### src/logic/pbl_pkg.sv
// constants for the bias loop control register bank
package pbl_pkg;
  localparam int unsigned ADDR_W = 8;
  localparam int unsigned DATA_W = 8;
  localparam int unsigned TAP_W = 8;
  localparam int unsigned REF_W = 6;
  localparam logic [7:0] TAP_MAX = 8'hFF;
  localparam logic [7:0] TAP_MIN = 8'h00;
  localparam logic [7:0] ADDR_GATE_BIAS = 8'h00;
  localparam logic [7:0] ADDR_REFERENCE = 8'h01;
  localparam logic [7:0] ADDR_STATUS = 8'h0F;
  localparam int unsigned SR_POWER_OFF = 7;
  localparam int unsigned SR_DIRECTION = 6;
  localparam int unsigned SR_LOOP_EN = 4;
  localparam int unsigned SR_UNLOCK = 1;
  localparam int unsigned SR_GAIN = 0;
  localparam logic [7:0] SR_UNLOCK_SET = 8'h02;
  localparam logic [7:0] SR_UNLOCK_CLR = 8'h00;
  localparam logic [7:0] FACTORY_TAP = 8'h00;
  localparam logic [5:0] FACTORY_REF = 6'h00;
  localparam logic FACTORY_GAIN = 1'b0;
endpackage

### src/logic/pbl_bias_loop_regs.sv
// gate-bias loop stepping, lock and register bank
`timescale 1ns/1ps
// Summary of operation
// - steps only with loop enable, data high, clocks
// - gate-bias wiper has 256 taps
// - direction change with loop enabled freezes wiper and locks
// - loop enable low holds wiper still
// - status register sits at 0x0F
// - status bit 7 mirrors power-off pin
// - status bit 6 mirrors step direction
// - status bit 4 mirrors loop enable
// - write unlock is volatile, clear at power-up
// - unlock clear means writes are volatile only
// - unlock set by 0x02, effective after stop
// - unlock cleared by 0x00 or power-up
// - bit 0 selects gains, default zero
// - 0x00 gate-bias byte, 0x01 six-bit reference
// - each serial clock fall steps one tap
// - wiper saturates at both ends
// - power-up recalls stored wiper, factory zero
module pbl_bias_loop_regs (
  // clock and reset (reset stands for power-up recall)
  input wire logic sys_clk_i,
  input wire logic rst_i,
  // pins, asynchronous
  input wire logic serial_clk_i,
  input wire logic serial_data_i,
  input wire logic loop_enable_i,
  input wire logic power_off_request_i,
  input wire logic step_direction_i,
  // decoded register access from the serial framing logic
  input wire logic reg_wr_i,
  input wire logic reg_rd_i,
  input wire logic [7:0] reg_addr_i,
  input wire logic [7:0] reg_wdata_i,
  input wire logic stop_i,
  // register read data
  output logic [7:0] reg_rdata_o,
  // nonvolatile store request and analog settings
  output logic nv_store_o,
  output logic [7:0] gate_bias_tap_o,
  output logic [5:0] reference_tap_o,
  output logic gain_select_bit_o,
  output logic locked_o
);
  logic [4:0] pins_s;
  logic sclk_s, sdata_s, loop_s, poff_s, dir_s;
  logic sclk_d_r, dir_d_r;
  // after power-up the saved settings are copied back in one cycle
  typedef enum logic {PH_RECALL, PH_RUN} pbl_phase_t;
  logic [7:0] wiper_position_register_r, wiper_nxt;
  logic [7:0] nv_gate_bias_r;
  logic [5:0] reference_r, nv_reference_r;
  logic nv_write_unlock_r, unlock_pend_r, unlock_val_r;
  logic gain_r, nv_gain_r, locked_r;
  logic [5:0] reference_nxt;
  logic gain_nxt;
  logic [7:0] base_tap;
  logic [7:0] status_word;
  pbl_phase_t phase_r, phase_nxt;

  // the ports are fixed widths, so refuse package values they cannot carry
  if (pbl_pkg::TAP_W != 8 || pbl_pkg::DATA_W != 8 || pbl_pkg::ADDR_W != 8) begin : g_width_chk
    $error("pbl_bias_loop_regs serves only 8-bit taps, data and addresses");
  end
  if (pbl_pkg::REF_W != 6) begin : g_ref_chk
    $error("pbl_bias_loop_regs serves only a 6-bit reference");
  end
  if (pbl_pkg::ADDR_STATUS == pbl_pkg::ADDR_GATE_BIAS ||
      pbl_pkg::ADDR_STATUS == pbl_pkg::ADDR_REFERENCE) begin : g_addr_chk
    $error("status address must stay apart from the control bytes");
  end

  // address match, shared by the write strobes and the read select
  function automatic logic addr_is(input logic [7:0] addr, input logic [7:0] want);
    return addr == want;
  endfunction

  // one saturating tap step; a wrap would swing the gate bias end to end
  function automatic logic [7:0] step_tap(input logic [7:0] tap, input logic up);
    logic [7:0] result;
    result = tap;
    if (up && tap != pbl_pkg::TAP_MAX) begin
      result = tap + 8'h01;
    end else if (!up && tap != pbl_pkg::TAP_MIN) begin
      result = tap - 8'h01;
    end
    return result;
  endfunction

  pbl_sync #(.WIDTH(5)) u_sync (
    .sys_clk_i(sys_clk_i),
    .rst_i(rst_i),
    .async_i({serial_clk_i, serial_data_i, loop_enable_i, power_off_request_i,
              step_direction_i}),
    .sync_o(pins_s)
  );
  assign {sclk_s, sdata_s, loop_s, poff_s, dir_s} = pins_s;

  wire sclk_fall = sclk_d_r & ~sclk_s;
  wire dir_edge = dir_d_r ^ dir_s;
  wire loop_step = loop_s & sdata_s & sclk_fall & ~locked_r;
  wire hit_gate = addr_is(reg_addr_i, pbl_pkg::ADDR_GATE_BIAS);
  wire hit_ref = addr_is(reg_addr_i, pbl_pkg::ADDR_REFERENCE);
  wire hit_stat = addr_is(reg_addr_i, pbl_pkg::ADDR_STATUS);
  wire wr_gate = reg_wr_i & hit_gate;
  wire wr_ref = reg_wr_i & hit_ref;
  wire wr_stat = reg_wr_i & hit_stat;
  wire stat_unlock_cmd = wr_stat & ((reg_wdata_i == pbl_pkg::SR_UNLOCK_SET) |
                                    (reg_wdata_i == pbl_pkg::SR_UNLOCK_CLR));
  wire nv_ok = nv_write_unlock_r;

  // next values: a write beats a step and the power-up recall; no step is taken during the recall
  always_comb begin
    phase_nxt = PH_RUN;
    base_tap = wiper_position_register_r;
    reference_nxt = reference_r;
    gain_nxt = gain_r;
    case (phase_r)
      PH_RECALL: begin
        base_tap = nv_gate_bias_r;
        reference_nxt = nv_reference_r;
        gain_nxt = nv_gain_r;
      end
      PH_RUN: begin
        phase_nxt = PH_RUN;
      end
      default: begin
        phase_nxt = PH_RUN;
      end
    endcase
    wiper_nxt = base_tap;
    if (wr_gate) begin
      wiper_nxt = reg_wdata_i;
    end else if (loop_step && phase_r == PH_RUN) begin
      wiper_nxt = step_tap(wiper_position_register_r, dir_s);
    end
    if (wr_ref) begin
      reference_nxt = reg_wdata_i[5:0];
    end
    if (wr_stat && !stat_unlock_cmd) begin
      gain_nxt = reg_wdata_i[pbl_pkg::SR_GAIN];
    end
  end

  always_ff @(posedge sys_clk_i or posedge rst_i) begin
    if (rst_i) begin
      sclk_d_r <= 1'b0;
      dir_d_r <= 1'b0;
    end else begin
      sclk_d_r <= sclk_s;
      dir_d_r <= dir_s;
    end
  end

  // reset models power-up; the saved values are recalled on the next cycle
  always_ff @(posedge sys_clk_i or posedge rst_i) begin
    if (rst_i) begin
      phase_r <= PH_RECALL;
      wiper_position_register_r <= pbl_pkg::FACTORY_TAP;
      reference_r <= pbl_pkg::FACTORY_REF;
      gain_r <= pbl_pkg::FACTORY_GAIN;
    end else begin
      phase_r <= phase_nxt;
      wiper_position_register_r <= wiper_nxt;
      reference_r <= reference_nxt;
      gain_r <= gain_nxt;
    end
  end

  // lock: a direction edge while the loop runs freezes the wiper until loop re-enables
  always_ff @(posedge sys_clk_i or posedge rst_i) begin
    if (rst_i) begin
      locked_r <= 1'b0;
    end else if (loop_s && dir_edge) begin
      locked_r <= 1'b1;
    end else if (!loop_s) begin
      locked_r <= 1'b0;
    end
  end

  // nonvolatile shadow copies, only touched when unlocked
  always_ff @(posedge sys_clk_i or posedge rst_i) begin
    if (rst_i) begin
      nv_gate_bias_r <= pbl_pkg::FACTORY_TAP;
      nv_reference_r <= pbl_pkg::FACTORY_REF;
      nv_gain_r <= pbl_pkg::FACTORY_GAIN;
      nv_store_o <= 1'b0;
    end else begin
      nv_store_o <= nv_ok & (wr_gate | wr_ref | (wr_stat & ~stat_unlock_cmd));
      if (nv_ok && wr_gate) begin
        nv_gate_bias_r <= reg_wdata_i;
      end
      if (nv_ok && wr_ref) begin
        nv_reference_r <= reg_wdata_i[5:0];
      end
      if (nv_ok && wr_stat && !stat_unlock_cmd) begin
        nv_gain_r <= reg_wdata_i[pbl_pkg::SR_GAIN];
      end
    end
  end

  // unlock takes effect only at the stop that ends its write
  always_ff @(posedge sys_clk_i or posedge rst_i) begin
    if (rst_i) begin
      nv_write_unlock_r <= 1'b0;
      unlock_pend_r <= 1'b0;
      unlock_val_r <= 1'b0;
    end else begin
      if (stat_unlock_cmd) begin
        unlock_pend_r <= 1'b1;
        unlock_val_r <= reg_wdata_i[pbl_pkg::SR_UNLOCK];
      end else if (stop_i && unlock_pend_r) begin
        unlock_pend_r <= 1'b0;
        nv_write_unlock_r <= unlock_val_r;
      end
    end
  end

  // status bits placed by position; test bits 5, 3 and 2 stay zero
  always_comb begin
    status_word = 8'h00;
    status_word[pbl_pkg::SR_POWER_OFF] = poff_s;
    status_word[pbl_pkg::SR_DIRECTION] = dir_s;
    status_word[pbl_pkg::SR_LOOP_EN] = loop_s;
    status_word[pbl_pkg::SR_UNLOCK] = nv_write_unlock_r;
    status_word[pbl_pkg::SR_GAIN] = gain_r;
  end

  wire [7:0] rd_mux = hit_gate ? wiper_position_register_r :
                      hit_ref ? {2'b00, reference_r} :
                      hit_stat ? status_word : 8'h00;

  always_ff @(posedge sys_clk_i or posedge rst_i) begin
    if (rst_i) begin
      reg_rdata_o <= 8'h00;
    end else if (reg_rd_i) begin
      reg_rdata_o <= rd_mux;
    end
  end

  assign gate_bias_tap_o = wiper_position_register_r;
  assign reference_tap_o = reference_r;
  assign gain_select_bit_o = gain_r;
  assign locked_o = locked_r;
endmodule

### src/logic/pbl_sync.sv
// two-flop level synchroniser
`timescale 1ns/1ps
module pbl_sync #(
  parameter int unsigned WIDTH = 1
) (
  // clock and reset
  input wire logic sys_clk_i,
  input wire logic rst_i,
  // level in and out
  input wire logic [WIDTH-1:0] async_i,
  output logic [WIDTH-1:0] sync_o
);
  logic [WIDTH-1:0] meta_r;
  if (WIDTH < 1) begin : g_width_chk
    $error("pbl_sync needs WIDTH >= 1");
  end
  always_ff @(posedge sys_clk_i or posedge rst_i) begin
    if (rst_i) begin
      meta_r <= '0;
      sync_o <= '0;
    end else begin
      meta_r <= async_i;
      sync_o <= meta_r;
    end
  end
endmodule

### config.mk
export PLATFORM = sky130hd
export DESIGN_NAME = pbl_bias_loop_regs
export DESIGN_NICKNAME = d
export VERILOG_FILES = /design/src/logic/pbl_pkg.sv /design/src/logic/pbl_bias_loop_regs.sv /design/src/logic/pbl_sync.sv
export SDC_FILE = /design/constraint.sdc
export NUM_CORES = 1
export LEC_CHECK = 0
export BUFFER_PORTS_ARGS = -buffer_cell sky130_fd_sc_hd__buf_2
export CORE_UTILIZATION = 55
export DETAILED_ROUTE_END_ITERATION = 16
export PLACE_DENSITY = 0.84
export SLEW_MARGIN = 15
export SYNTH_ARGS = -nofsm -noshare
export SYNTH_HDL_FRONTEND = slang
export SYNTH_SLANG_ARGS = --single-unit
### constraint.sdc
create_clock -name sys_clk_i -period 3.7 [get_ports sys_clk_i]
set_input_delay 0 -clock sys_clk_i [delete_from_list [all_inputs] [get_ports sys_clk_i]]
set_output_delay 0 -clock sys_clk_i [all_outputs]
set_load 0.05 [all_outputs]
### Yosys cells after proc, flatten, opt, wreduce, memory -nomap -nowiden

Cells that the tools add are included.
Widths: inputs -> output; s select.

* flip-flop bits (word level): 56
* input bits: 26
* output and inout port bits: 25

* bitwise logic cells: 17
* add/subtract/negate cells: 2
* mux-type cells: 16
* reduce and logical (&&, ||, !) cells: 18
* equal/unequal tests: 9

Operators with widths (count)
* $mux 8: 8
* $logic_not 8->1: 2
* $mux 6: 2
* $and 1x1->1: 10
* $logic_and 1x1->1: 10
* $add 8x1->8 const B: 1
* $eq 8x1->1 const B: 1
* $eq 8x2->1 const B: 1
* $eq 8x4->1 const B: 1
* $ne 8x8->1 const B: 1
* $reduce_bool 8->1: 1
* $sub 8x1->8 const B: 1
* $mux 1: 6
* $ne 2x1->1 const B: 2
* $ne 4x2->1 const B: 1
* $reduce_and 2->1: 2
* $ne 3x1->1 const B: 1
* $not 1->1: 3
* $or 1x1->1: 3
* $logic_not 1->1: 2
* $ne 2x2->1 const B: 1
* $reduce_bool 2->1: 1
* $xor 1x1->1: 1

### Longest topological paths before layout

Gate-level depths: netlist of run 1.

* depth in word-level cells: 7
* depth in mapped cells: 8

### Cells and area by module

A second synthesis of run 1 with hierarchy kept.

* cell total of the unflattened synthesis: 251
* area, all modules: 2768.9 um^2

Modules (own cells, without submodules)
* pbl_bias_loop_regs: cells each 240, instances 1, area an instance 2514.9 um^2, sequential area each 1151.1 um^2
* pbl_sync: cells each 11, instances 1, area an instance 254.0 um^2, sequential area each 250.2 um^2

### Least setup slack after synthesis of run 1

Ideal clock, no wire load.

* path type: reg2reg
* from: register wiper_position_register_r[0], in the netlist gate_bias_tap_o[0]
* to: register wiper_position_register_r[6], in the netlist gate_bias_tap_o[6]
* path slack: 0.490 ns
* setup time: 0.095 ns
* required time: 3.605 ns
* stages on the path, launching flop included: 9
* arrival time: 3.115 ns
* period minus slack after synthesis: 3.210 ns
* cell sequence: dfrtp_1 -> nand4_1 -> o21ai_0 -> ha_1 -> a211oi_1 -> o21ai_0 -> and3_1 -> o311a_1 -> o31ai_1

* longest elaborated chain between the ends: 5

Ends and longest elaborated chain
* start, declared: line pbl_bias_loop_regs.sv:51 `logic [7:0] wiper_position_register_r, wiper_nxt;`
* start signal, assigned: line pbl_bias_loop_regs.sv:160 `wiper_position_register_r <= pbl_pkg::FACTORY_TAP;`
* start signal, assigned: line pbl_bias_loop_regs.sv:165 `wiper_position_register_r <= wiper_nxt;`
* $sub 8x1->8 / $ne 8x8->1 (equally long branches): line pbl_bias_loop_regs.sv:86, pbl_bias_loop_regs.sv:83
* $mux 8 / $logic_and 1x1->1 (equally long branches): line pbl_bias_loop_regs.sv:85, pbl_bias_loop_regs.sv:83
* $mux 8: line pbl_bias_loop_regs.sv:83 `if (up && tap != pbl_pkg::TAP_MAX) begin`
* $mux 8: line pbl_bias_loop_regs.sv:135 `end else if (loop_step && phase_r == PH_RUN) begin`
* $mux 8: line pbl_bias_loop_regs.sv:133 `if (wr_gate) begin`

Parallel ways exist; a longest one is shown, timed or not. The select of a mux whose other input is x is not followed.
A chain may end at the register's enable or synchronous reset.

### Final worst setup path of run 1

Ends and elaborated chain as after synthesis.

==> impl_metrics.csv, run 1 <==
group,metric,value,unit
run_status,status,"completed",
placement,dpl.hpwl,4.48,mm
timing,hold_viol,0,
clock_network,clock_tree.buffer_depth,2,
yosys,synth_largest_area_cell,"dfrtp_1",
placement,placed_cell_area,0.00301,mm^2
critical_path,r2r_cells,9,
critical_path,cp_max_fo,8,
clock_network,tritoncts,"built",
drt,num_vias,2132,
grt,antenna_found_initial,0,
clock_network,clk_latency,320,ps
floorplan,die_h,71.9,um
critical_path,critPathRequiredTime,3930,ps
critical_path,crit_end,"gate_bias_tap_o[6]$_DFFE_PP0P_",
timing,whs,44.5,ps
clock_network,clockRootBuffer,"clkbuf_8",
yosys,syn_avg_cell_area,11.3,um^2
timing,tightest_slew,678,ps
timing,rsz0062_at_grt,"false",
critical_path,cp.arrival,2950,ps
grt,gr-usage-met1,35.5,%
yosys,syn_inst,237,
drt,wl_per_cell,16.8,um
timing,finalCriticalPeriod,2720,ps
grt,use_met2,43.4,%
grt,busiest_layer,"met2",
grt,grt_pass1_wl,10.4,mm
grt,use_met3,5.56,%
drt,first_iter_violations,202,
yosys,synth_edf_count,0,
drt,first_pass_iters,4,
clock_network,clkTransAtPathRegs,110,ps
cells_and_area,final_cell_area,0.00328,mm^2
yosys,ys_warn_count,0,
timing,slew_headroom,54.6,%
yosys,syn_nets,271,
drt,detail-route-antenna-nets,0,
yosys,synth_area_leaders,"dfrtp_1 52%, mux2_2 8.4%, mux2i_1 3.7%",
critical_path,crit_type,"flop to flop",
critical_path,r2r_end,"gate_bias_tap_o[6]$_DFFE_PP0P_",
drt,viasPerCell,5.72,
cells_and_area,antenna_cells,0,
grt,overflow,0,
drt,drc_errors,0,
drt,drt-total-wl,6.28,mm
clock_network,cts_resized,0,
floorplan,die-area,0.00517,mm^2
timing,setup_tns,0,ps
critical_path,r2r_slack,980,ps
floorplan,ioPinCount,51,
critical_path,r2r_start,"gate_bias_tap_o[0]$_DFFE_PP0P_",
placement,gp_congestion,0.924,
cells_and_area,area_delta_synth_final,22.0,%
grt,grt_pass1_vias,2102,
yosys,async_flop_share,100,%
timing,finalClockSkew,6.13,ps
pwr,max-vdd-ir-drop,0.291,mV
grt,grt_max_degree,46,
floorplan,core,0.00472,mm^2
cells_and_area,nFillCells,349,
critical_path,endpoint_kind,"flop",
clock_network,holdBufCountCts,15,
grt,track_usage,26.6,%
floorplan,die_w,71.9,um
cells_and_area,nets,339,
yosys,seq_area_frac_synth,52.1,%
yosys,ys_ff_latch,56,
floorplan,rows,25,
yosys,dominantRegCellSynth,"dfrtp_1",
timing,setup_violations,0,
yosys,ys_top_cells_by_count,"56 x dfrtp_1, 23 x nor2_1, 20 x mux2_2",
timing,setup_slack,977,ps
placement,io_buffers,50,
timing,fin_crit_sh,73.6,%
pwr,p_leak,1.59,nW
worst_hold_path,hp-class,"input port to flop",
clock_network,postCtsSetupBuffers,0,
yosys,synth_most_common_cell,"dfrtp_1",
pwr,power_density,380,mW/mm^2
critical_path,startpoint,"gate_bias_tap_o[0]$_DFFE_PP0P_",
floorplan,start_util,56.9,%
timing,maxSlewViolCount,0,
placement,pre_cts_ws,1030,ps
critical_path,startpoint_type,"flop",
yosys,synth.distinct_cells,48,
clock_network,cts_sinks,56,
cells_and_area,finish.utilization,69.4,%
timing,timing.fmax,367,MHz
run,cap_violations,0,
clock_network,numCtsBuffers,5,
yosys,synth_area,0.00269,mm^2
yosys,synth.top_cell.area_share,52.1,%
clock_network,h-tree-depth,2,
cells_and_area,layout-drive-gt1-share,31.0,%
-- how the worst min path moves through the flow --
stage | startpoint | to | slack [ps] | cells past startpoint
3_3_place_gp | rst_i | unlock_pend_r$_DFFE_PP0P_ | -70 | 2
5_1_grt | reg_rd_i | reg_rdata_o[0]$_DFFE_PP0P_ | 50 | 2
4_1_cts | reg_rd_i | reg_rdata_o[1]$_DFFE_PP0P_ | 30 | 2
2_1_floorplan | step_direction_i | u_sync.meta_r[0]$_DFF_PP0_ | 30 | 0
3_5_place_dp | rst_i | reference_tap_o[1]$_DFFE_PP0P_ | -60 | 2
6_report | reg_wr_i | unlock_pend_r$_DFFE_PP0P_ | 40 | 3
-- worst max-delay path, cell delays in order, from the launching register on --
cell,delay (ps)
dfrtp_1,520
nand4_1,180
o21ai_0,180
buf_4,190
ha_1,280
a211oi_1,380
o21ai_0,180
and3_1,190
o311a_1,320
o31ai_1,220
-- kinds of logic after synthesis --
family	after synthesis	synth area share (%)
XOR/XNOR	5	1.63
AND/OR/NAND/NOR	71	14.6
AO/OA/AOI/OAI	52	12.9
adder cells (fa/ha/maj)	8	4.00
buffers and inverters	13	1.96
other	1	0.140
flip-flops	56	52.1
multiplexers	31	12.7
-- cell usage in the layout, fill, tap and decap left out, types with 2 or more instances in the layout --
cell type,synthesis,routed
buf_2,3,50
xnor2_1,3,3
nor2_2,2,2
clkbuf_8,0,5
o31ai_1,5,5
mux2i_1,10,10
nor3_1,2,2
buf_4,0,3
inv_1,6,5
o311a_1,3,3
a222oi_1,3,3
nor2_1,23,23
or3_1,3,3
nor3_4,2,2
nand2_1,13,13
a22oi_1,5,5
nor4_1,3,3
mux2_2,20,20
o21ai_0,8,8
dlygate4sd3_1,0,15
nand4_1,2,2
dfrtp_1,56,56
xor2_1,2,2
nand2_2,3,3
a21oi_1,18,18
nand3_1,6,6
ha_1,7,7
o21a_1,3,3
and3_1,2,2
-- registers in the layout (all words and copies together), names as in the netlist --
signal / cells
dir_d_r: 1
gain_select_bit_o: 1
gate_bias_tap_o: 8
locked_o: 1
nv_gain_r: 1
nv_gate_bias_r: 8
nv_ok: 1
nv_reference_r: 6
nv_store_o: 1
phase_r: 1
reference_tap_o: 6
reg_rdata_o: 8
sclk_d_r: 1
u_sync.meta_r: 5
u_sync.sync_o: 5
unlock_pend_r: 1
unlock_val_r: 1
-- per-stage QoR --
step                power (mW)  std cells
finish                    1.25        373
floorplan                0.776        237
detailed placement       0.832        350
global placement         0.828        350
CTS                       1.25        373
global route              1.29        373
-- layer usage --
metal	up-vias	part of all wire (%)	routed length (um)
li1	1004	-	-
met1	1041	43	2690
met2	72	49	3100
met3	15	5.3	330
met4	0	2.6	161
met5	-	0	0
-- layout make-up --
type                            instances  area, um^2  share of cell area (%)
Sequential cell                        56        1400                    42.7
Clock inverter                          3        46.3                    1.41
Timing Repair Buffer                   68         423                    12.9
Clock buffer                            5        68.8                    2.10
Tap cell                               67        83.8                    2.56
Inverter                                6        22.5                   0.687
Multi-Input combinational cell        168        1230                    37.6
-- where the power goes --
part	switching (mW)	total, mW	internal, mW
registers	0.0200	0.651	0.631
logic	0.117	0.182	0.0656
clock network	0.209	0.414	0.205
Power figures use the tool's default switching activity.
==> run 2, diff against run 1 <==
Settings changed: CORE_UTILIZATION 55 to 50, PLACE_DENSITY 0.84 to 0.81.
Clock period 3.7 ns to 2.2 ns, I/O delays scaled along.
==> run 2 against run 1 <==
  * The run now ends with setup timing left
  * Global-route usage decreased by 1.2 points
  * Critical path depth did not move
  * Hold slack gained 3.3 ps
  * Register-to-register slack worse by 1100 ps
  * Combinational power up 110%
==> impl_metrics.csv, run 2 (synthesized netlist as in run 1, its figures left out) <==
group,metric,value,unit
critical_path,endpoint_kind,"flop",
drt,wl_met3,322,um
clock_network,clockRootBuffer,"clkbuf_8",
cells_and_area,layout-drive-gt1-share,40.5,%
grt,grt_pass1_vias,2122,
drt,highest_layer,"met4",
drt,first_pass_iters,5,
floorplan,die_w,75.3,um
clock_network,clock_tree.buffer_depth,2,
placement,dpl.hpwl,4.78,mm
grt,overflow,0,
cells_and_area,layout_commonest_cell,"buf_2",
critical_path,cp_max_fo,5,
critical_path,startpoint_type,"flop",
timing,finalCriticalPeriod,2270,ps
grt,grt_max_degree,30,
drt,detail-route-antenna-nets,0,
placement,io_buffers,50,
timing,setup_violations,3,
timing,finalClockSkew,14.2,ps
cells_and_area,final_cell_area,0.00354,mm^2
floorplan,rows,26,
timing,rsz0062_at_grt,"true",
drt,num_vias,2174,
clock_network,cts_sinks,56,
timing,fin_crit_sh,103,%
placement,pre_cts_ws,-50.5,ps
clock_network,tritoncts,"built",
timing,setup_slack,-74.4,ps
placement,placed_cell_area,0.00325,mm^2
grt,track_usage,25.4,%
timing,timing.fmax,440,MHz
critical_path,cp_slowest_cell,"dfrtp_2",
worst_hold_path,hp-class,"input port to flop",
floorplan,die_h,75.3,um
pwr,max-vdd-ir-drop,0.425,mV
drt,wl_per_cell,16.6,um
cells_and_area,antenna_cells,0,
critical_path,crit_type,"flop to flop",
run_status,violations,"setup timing",
timing,maxSlewViolCount,0,
cells_and_area,final_cell_mix,"50 x buf_2, 48 x dfrtp_1, 23 x nor2_1, 22 x buf_4, 18 x mux2_2",
clock_network,clkTransAtPathRegs,100,ps
critical_path,critPathRequiredTime,2430,ps
pwr,power_density,582,mW/mm^2
floorplan,start_util,52.3,%
timing,hold_viol,0,
grt,antenna_found_initial,0,
clock_network,numCtsBuffers,5,
drt,viasPerCell,5.49,
run,cap_violations,0,
clock_network,h-tree-depth,2,
drt,wl_met1,2.98,mm
cells_and_area,area_delta_synth_final,31.6,%
critical_path,max_stage_delay,380,ps
floorplan,core,0.00514,mm^2
cells_and_area,nets,359,
drt,first_iter_violations,245,
pwr,p_leak,1.68,nW
floorplan,ioPinCount,51,
timing,slew_headroom,66.1,%
drt,drt-total-wl,6.56,mm
clock_network,clk_latency,320,ps
placement,gp_congestion,0.934,
run_status,status,"finished with violations",
drt,drc_errors,0,
critical_path,cp.arrival,2500,ps
timing,tightest_slew,506,ps
drt,wl_met2,3.17,mm
timing,whs,47.8,ps
floorplan,die-area,0.00567,mm^2
critical_path,crit_path_cell_trace,"nand4_1, o21ai_4, buf_12, ha_4, a211oi_4, o21ai_1, and3_1, o311a_1, o31ai_1",
grt,grt_pass1_wl,10.5,mm
[run 2: worst paths after layout]
| check | slack, ps | from | depth (start not counted) | to |
|---|---|---|---|---|
| min reg2reg | 360 | u_sync.meta_r[1]$_DFF_PP0_ | 0 | u_sync.sync_o[1]$_DFF_PP0_ |
| max | -70 | gate_bias_tap_o[0]$_DFFE_PP0P_ | 9 | gate_bias_tap_o[6]$_DFFE_PP0P_ |
| max in group asynchronous | 1400 | rst_i | 4 | gate_bias_tap_o[1]$_DFFE_PP0P_ |
| min in group asynchronous | 130 | rst_i | 3 | nv_store_o$_DFF_PP0_ |
| max reg2reg | -70 | gate_bias_tap_o[0]$_DFFE_PP0P_ | 9 | gate_bias_tap_o[6]$_DFFE_PP0P_ |
| min | 50 | reg_wr_i | 3 | unlock_pend_r$_DFFE_PP0P_ |
[run 2: power by group]
part | switching (mW) | internal, mW
clock network | 0.338 | 0.258
logic | 0.233 | 0.147
registers | 0.0178 | 1.06
[run 2: per-stage QoR]
stage / TNS, ps / power, mW / cells / utilization, %
after global routing: -921 / 2.15 / 396 / 68.8
after global placement: 0 / 1.44 / 371 / 63.3
after floorplan: -1070 / 1.32 / 237 / -
final: -128 / 2.06 / 396 / 68.8
after detailed placement: -61.9 / 1.45 / 371 / 63.3
after CTS: -35.7 / 2.07 / 396 / 68.6
[run 2: worst max-delay path, delay by kind of cell, from the launching register on]
family | cells | cell delay [ps]
fa+ha+maj | 1 | 220
flops | 1 | 380
compound gates | 5 | 1060
simple gates | 2 | 390
buf+inv | 1 | 150
[run 2: final cells by class]
| type | instances | area, um^2 |
|---|---|---|
| clock inverter | 2 | 13.8 |
| sequential | 56 | 1410 |
| inverter | 6 | 22.5 |
| fill | 405 | 1600 |
| timing repair buffer | 88 | 586 |
| multi-input combinational | 168 | 1330 |
| clock buffer | 6 | 82.6 |
| tap | 70 | 87.6 |
[run 2: metal layers]
layer	up-vias	global-route usage, %
met4	0	8.85
met3	8	4.50
li1	1044	-
met1	1049	36.0
met2	73	39.5
met5	-	0
[run 2: timing repair]
item / CTS / global route
buffers inserted: 2 / 0
cloned: 0 / 0
pin swaps: 2 / 2
resized for setup: 3 / 2
endpoints found under the setup margin: 3 / 6
hold buffers: 15 / 0
endpoints found under the hold margin: 85 / 0
==> run 3, diff against run 2 <==
Settings changed: CORE_UTILIZATION 50 to 25, PLACE_DENSITY 0.81 to 0.49, TNS_END_PERCENT set to 20.
==> run 3 against run 2 <==
  * The flow still finishes with violations (setup timing)
  * Clock power rose by 12%
  * Clock skew down 4.7 ps
  * Sequential share of layout area down 0.68 points
  * Cell count up 16%
  * Largest cell class unchanged
  * Largest power group unchanged
==> impl_metrics.csv, run 3 (synthesized netlist as in run 1, its figures left out) <==
group,metric,value,unit
drt,wl_met3,415,um
worst_hold_path,hp-class,"input port to flop",
floorplan,start_util,25.9,%
drt,num_vias,2153,
timing,setup_tns,-89.1,ps
floorplan,rows,37,
floorplan,die-area,0.0112,mm^2
grt,overflow,0,
clock_network,numCtsBuffers,5,
clock_network,cts_sinks,56,
cells_and_area,layout_commonest_cell,"buf_2",
critical_path,r2r_start,"gate_bias_tap_o[2]$_DFFE_PP0P_",
timing,fin_crit_sh,102,%
critical_path,startpoint,"gate_bias_tap_o[2]$_DFFE_PP0P_",
run_status,violations,"setup timing",
critical_path,startpoint_type,"flop",
timing,rsz0062_at_grt,"true",
drt,highest_layer,"met4",
pwr,p_leak,1.67,nW
pwr,power,2.13,mW
cells_and_area,stdcell_count,458,
drt,viasPerCell,4.70,
drt,first_pass_iters,4,
critical_path,crit_type,"flop to flop",
critical_path,r2r_end,"gate_bias_tap_o[6]$_DFFE_PP0P_",
timing,finalClockSkew,9.50,ps
clock_network,clock_tree.buffer_depth,2,
critical_path,crit_path_cell_trace,"nand4_1, o21ai_4, buf_12, fa_2, a211oi_4, o21ai_2, and3_1, o311a_1, o31ai_1",
grt,grt_pass1_wl,11.7,mm
timing,setup_slack,-45.8,ps
critical_path,max_stage_delay,410,ps
drt,wl_met1,3.37,mm
critical_path,cp_slowest_cell,"dfrtp_2",
run,cap_violations,0,
drt,first_iter_violations,99,
critical_path,r2r_cells,9,
run_status,status,"finished with violations",
critical_path,cp.arrival,2460,ps
pwr,max-vdd-ir-drop,0.296,mV
drt,wl_met2,3.21,mm
timing,finalCriticalPeriod,2250,ps
placement,io_buffers,50,
critical_path,critPathRequiredTime,2410,ps
timing,hold_viol,0,
placement,dpl.hpwl,5.28,mm
floorplan,die_h,106,um
cells_and_area,layout-drive-gt1-share,40.4,%
drt,detail-route-antenna-nets,0,
drt,wl_per_cell,15.5,um
clock_network,h-tree-depth,2,
worst_hold_path,hold_path_depth,3,
floorplan,core,0.0104,mm^2
worst_hold_path,hold_start,"reg_wdata_i[1]",
placement,gp_congestion,0.758,
cells_and_area,nets,355,
worst_hold_path,worstHoldEndpoint,"reference_tap_o[1]$_DFFE_PP0P_",
cells_and_area,final_cell_mix,"50 x buf_2, 48 x dfrtp_1, 23 x nor2_1, 20 x mux2_2, 20 x buf_4",
grt,grt_max_degree,57,
clock_network,tritoncts,"built",
cells_and_area,area_delta_synth_final,33.8,%
placement,numPlacedInstances,436,
critical_path,endpoint_kind,"flop",
cells_and_area,antenna_cells,0,
critical_path,r2r_slack,-50,ps
grt,grt_pass1_vias,2170,
timing,tightest_slew,579,ps
pwr,power_density,592,mW/mm^2
timing,maxSlewViolCount,0,
clock_network,clkTransAtPathRegs,100,ps
timing,timing.fmax,445,MHz
drt,drt-total-wl,7.11,mm
grt,track_usage,13.6,%
timing,slew_headroom,61.2,%
clock_network,clk_latency,310,ps
floorplan,die_w,106,um
clock_network,clockRootBuffer,"clkbuf_8",
grt,antenna_found_initial,0,
critical_path,cp_max_fo,8,
timing,setup_violations,2,
floorplan,ioPinCount,51,
drt,drc_errors,0,
run 3: repair_timing:
action	CTS	global route
resized for setup	4	0
hold buffers	12	0
endpoints found under the setup margin	6	6
endpoints found under the hold margin	69	0
buffers inserted	2	0
pin swaps	4	2
run 3: per-stage QoR:
step | util (%) | area, um^2 | hold WS (ps) | worst slack [ps]
2_1_floorplan | - | 2770 | 31.4 | -295
3_3_place_gp | 32.0 | 3320 | 80.2 | -97.9
3_5_place_dp | 32.0 | 3320 | 84.0 | -177
4_1_cts | 34.7 | 3600 | 6.63 | -55.5
5_1_grt | 34.7 | 3600 | 26.9 | -196
6_report | 34.7 | 3600 | 3.21 | -45.8
run 3: worst max-delay path by stage:
| stage | cells past startpoint | endpoint | slack [ps] |
|---|---|---|---|
| after floorplan | 8 | gate_bias_tap_o[6]$_DFFE_PP0P_ | -300 |
| after global placement | 8 | gate_bias_tap_o[6]$_DFFE_PP0P_ | -100 |
| after detailed placement | 8 | gate_bias_tap_o[6]$_DFFE_PP0P_ | -180 |
| after CTS | 8 | gate_bias_tap_o[2]$_DFFE_PP0P_ | -60 |
| after global routing | 9 | gate_bias_tap_o[6]$_DFFE_PP0P_ | -200 |
| final | 9 | gate_bias_tap_o[6]$_DFFE_PP0P_ | -50 |
run 3: report_power, final:
part	internal [mW]	leakage, nW	switching [mW]
clock network	0.339	0.0552	0.328
registers	1.06	0.720	0.0180
logic	0.148	0.897	0.232
total	1.55	1.67	0.579
run 3: final cells by class:
cell class,instances,area (um^2)
Clock buffer,6,72.6
Tap cell,136,170
Multi-Input combinational cell,168,1330
Inverter,6,22.5
Clock inverter,2,35.0
Timing Repair Buffer,84,561
Fill cell,1097,6770
Sequential cell,56,1410
run 3: worst max-delay path: cells and delay by family (launching register included):
family          cells  cell delay (ps)
fa+ha+maj           1              370
compound gates      5              880
simple gates        2              340
buf+inv             1              150
flops               1              410
run 3: routing by layer:
layer | vias up | track usage (%)
li1 | 1029 | -
met2 | 68 | 20.7
met4 | 0 | 3.77
met3 | 9 | 2.91
met1 | 1047 | 19.4
met5 | - | 0
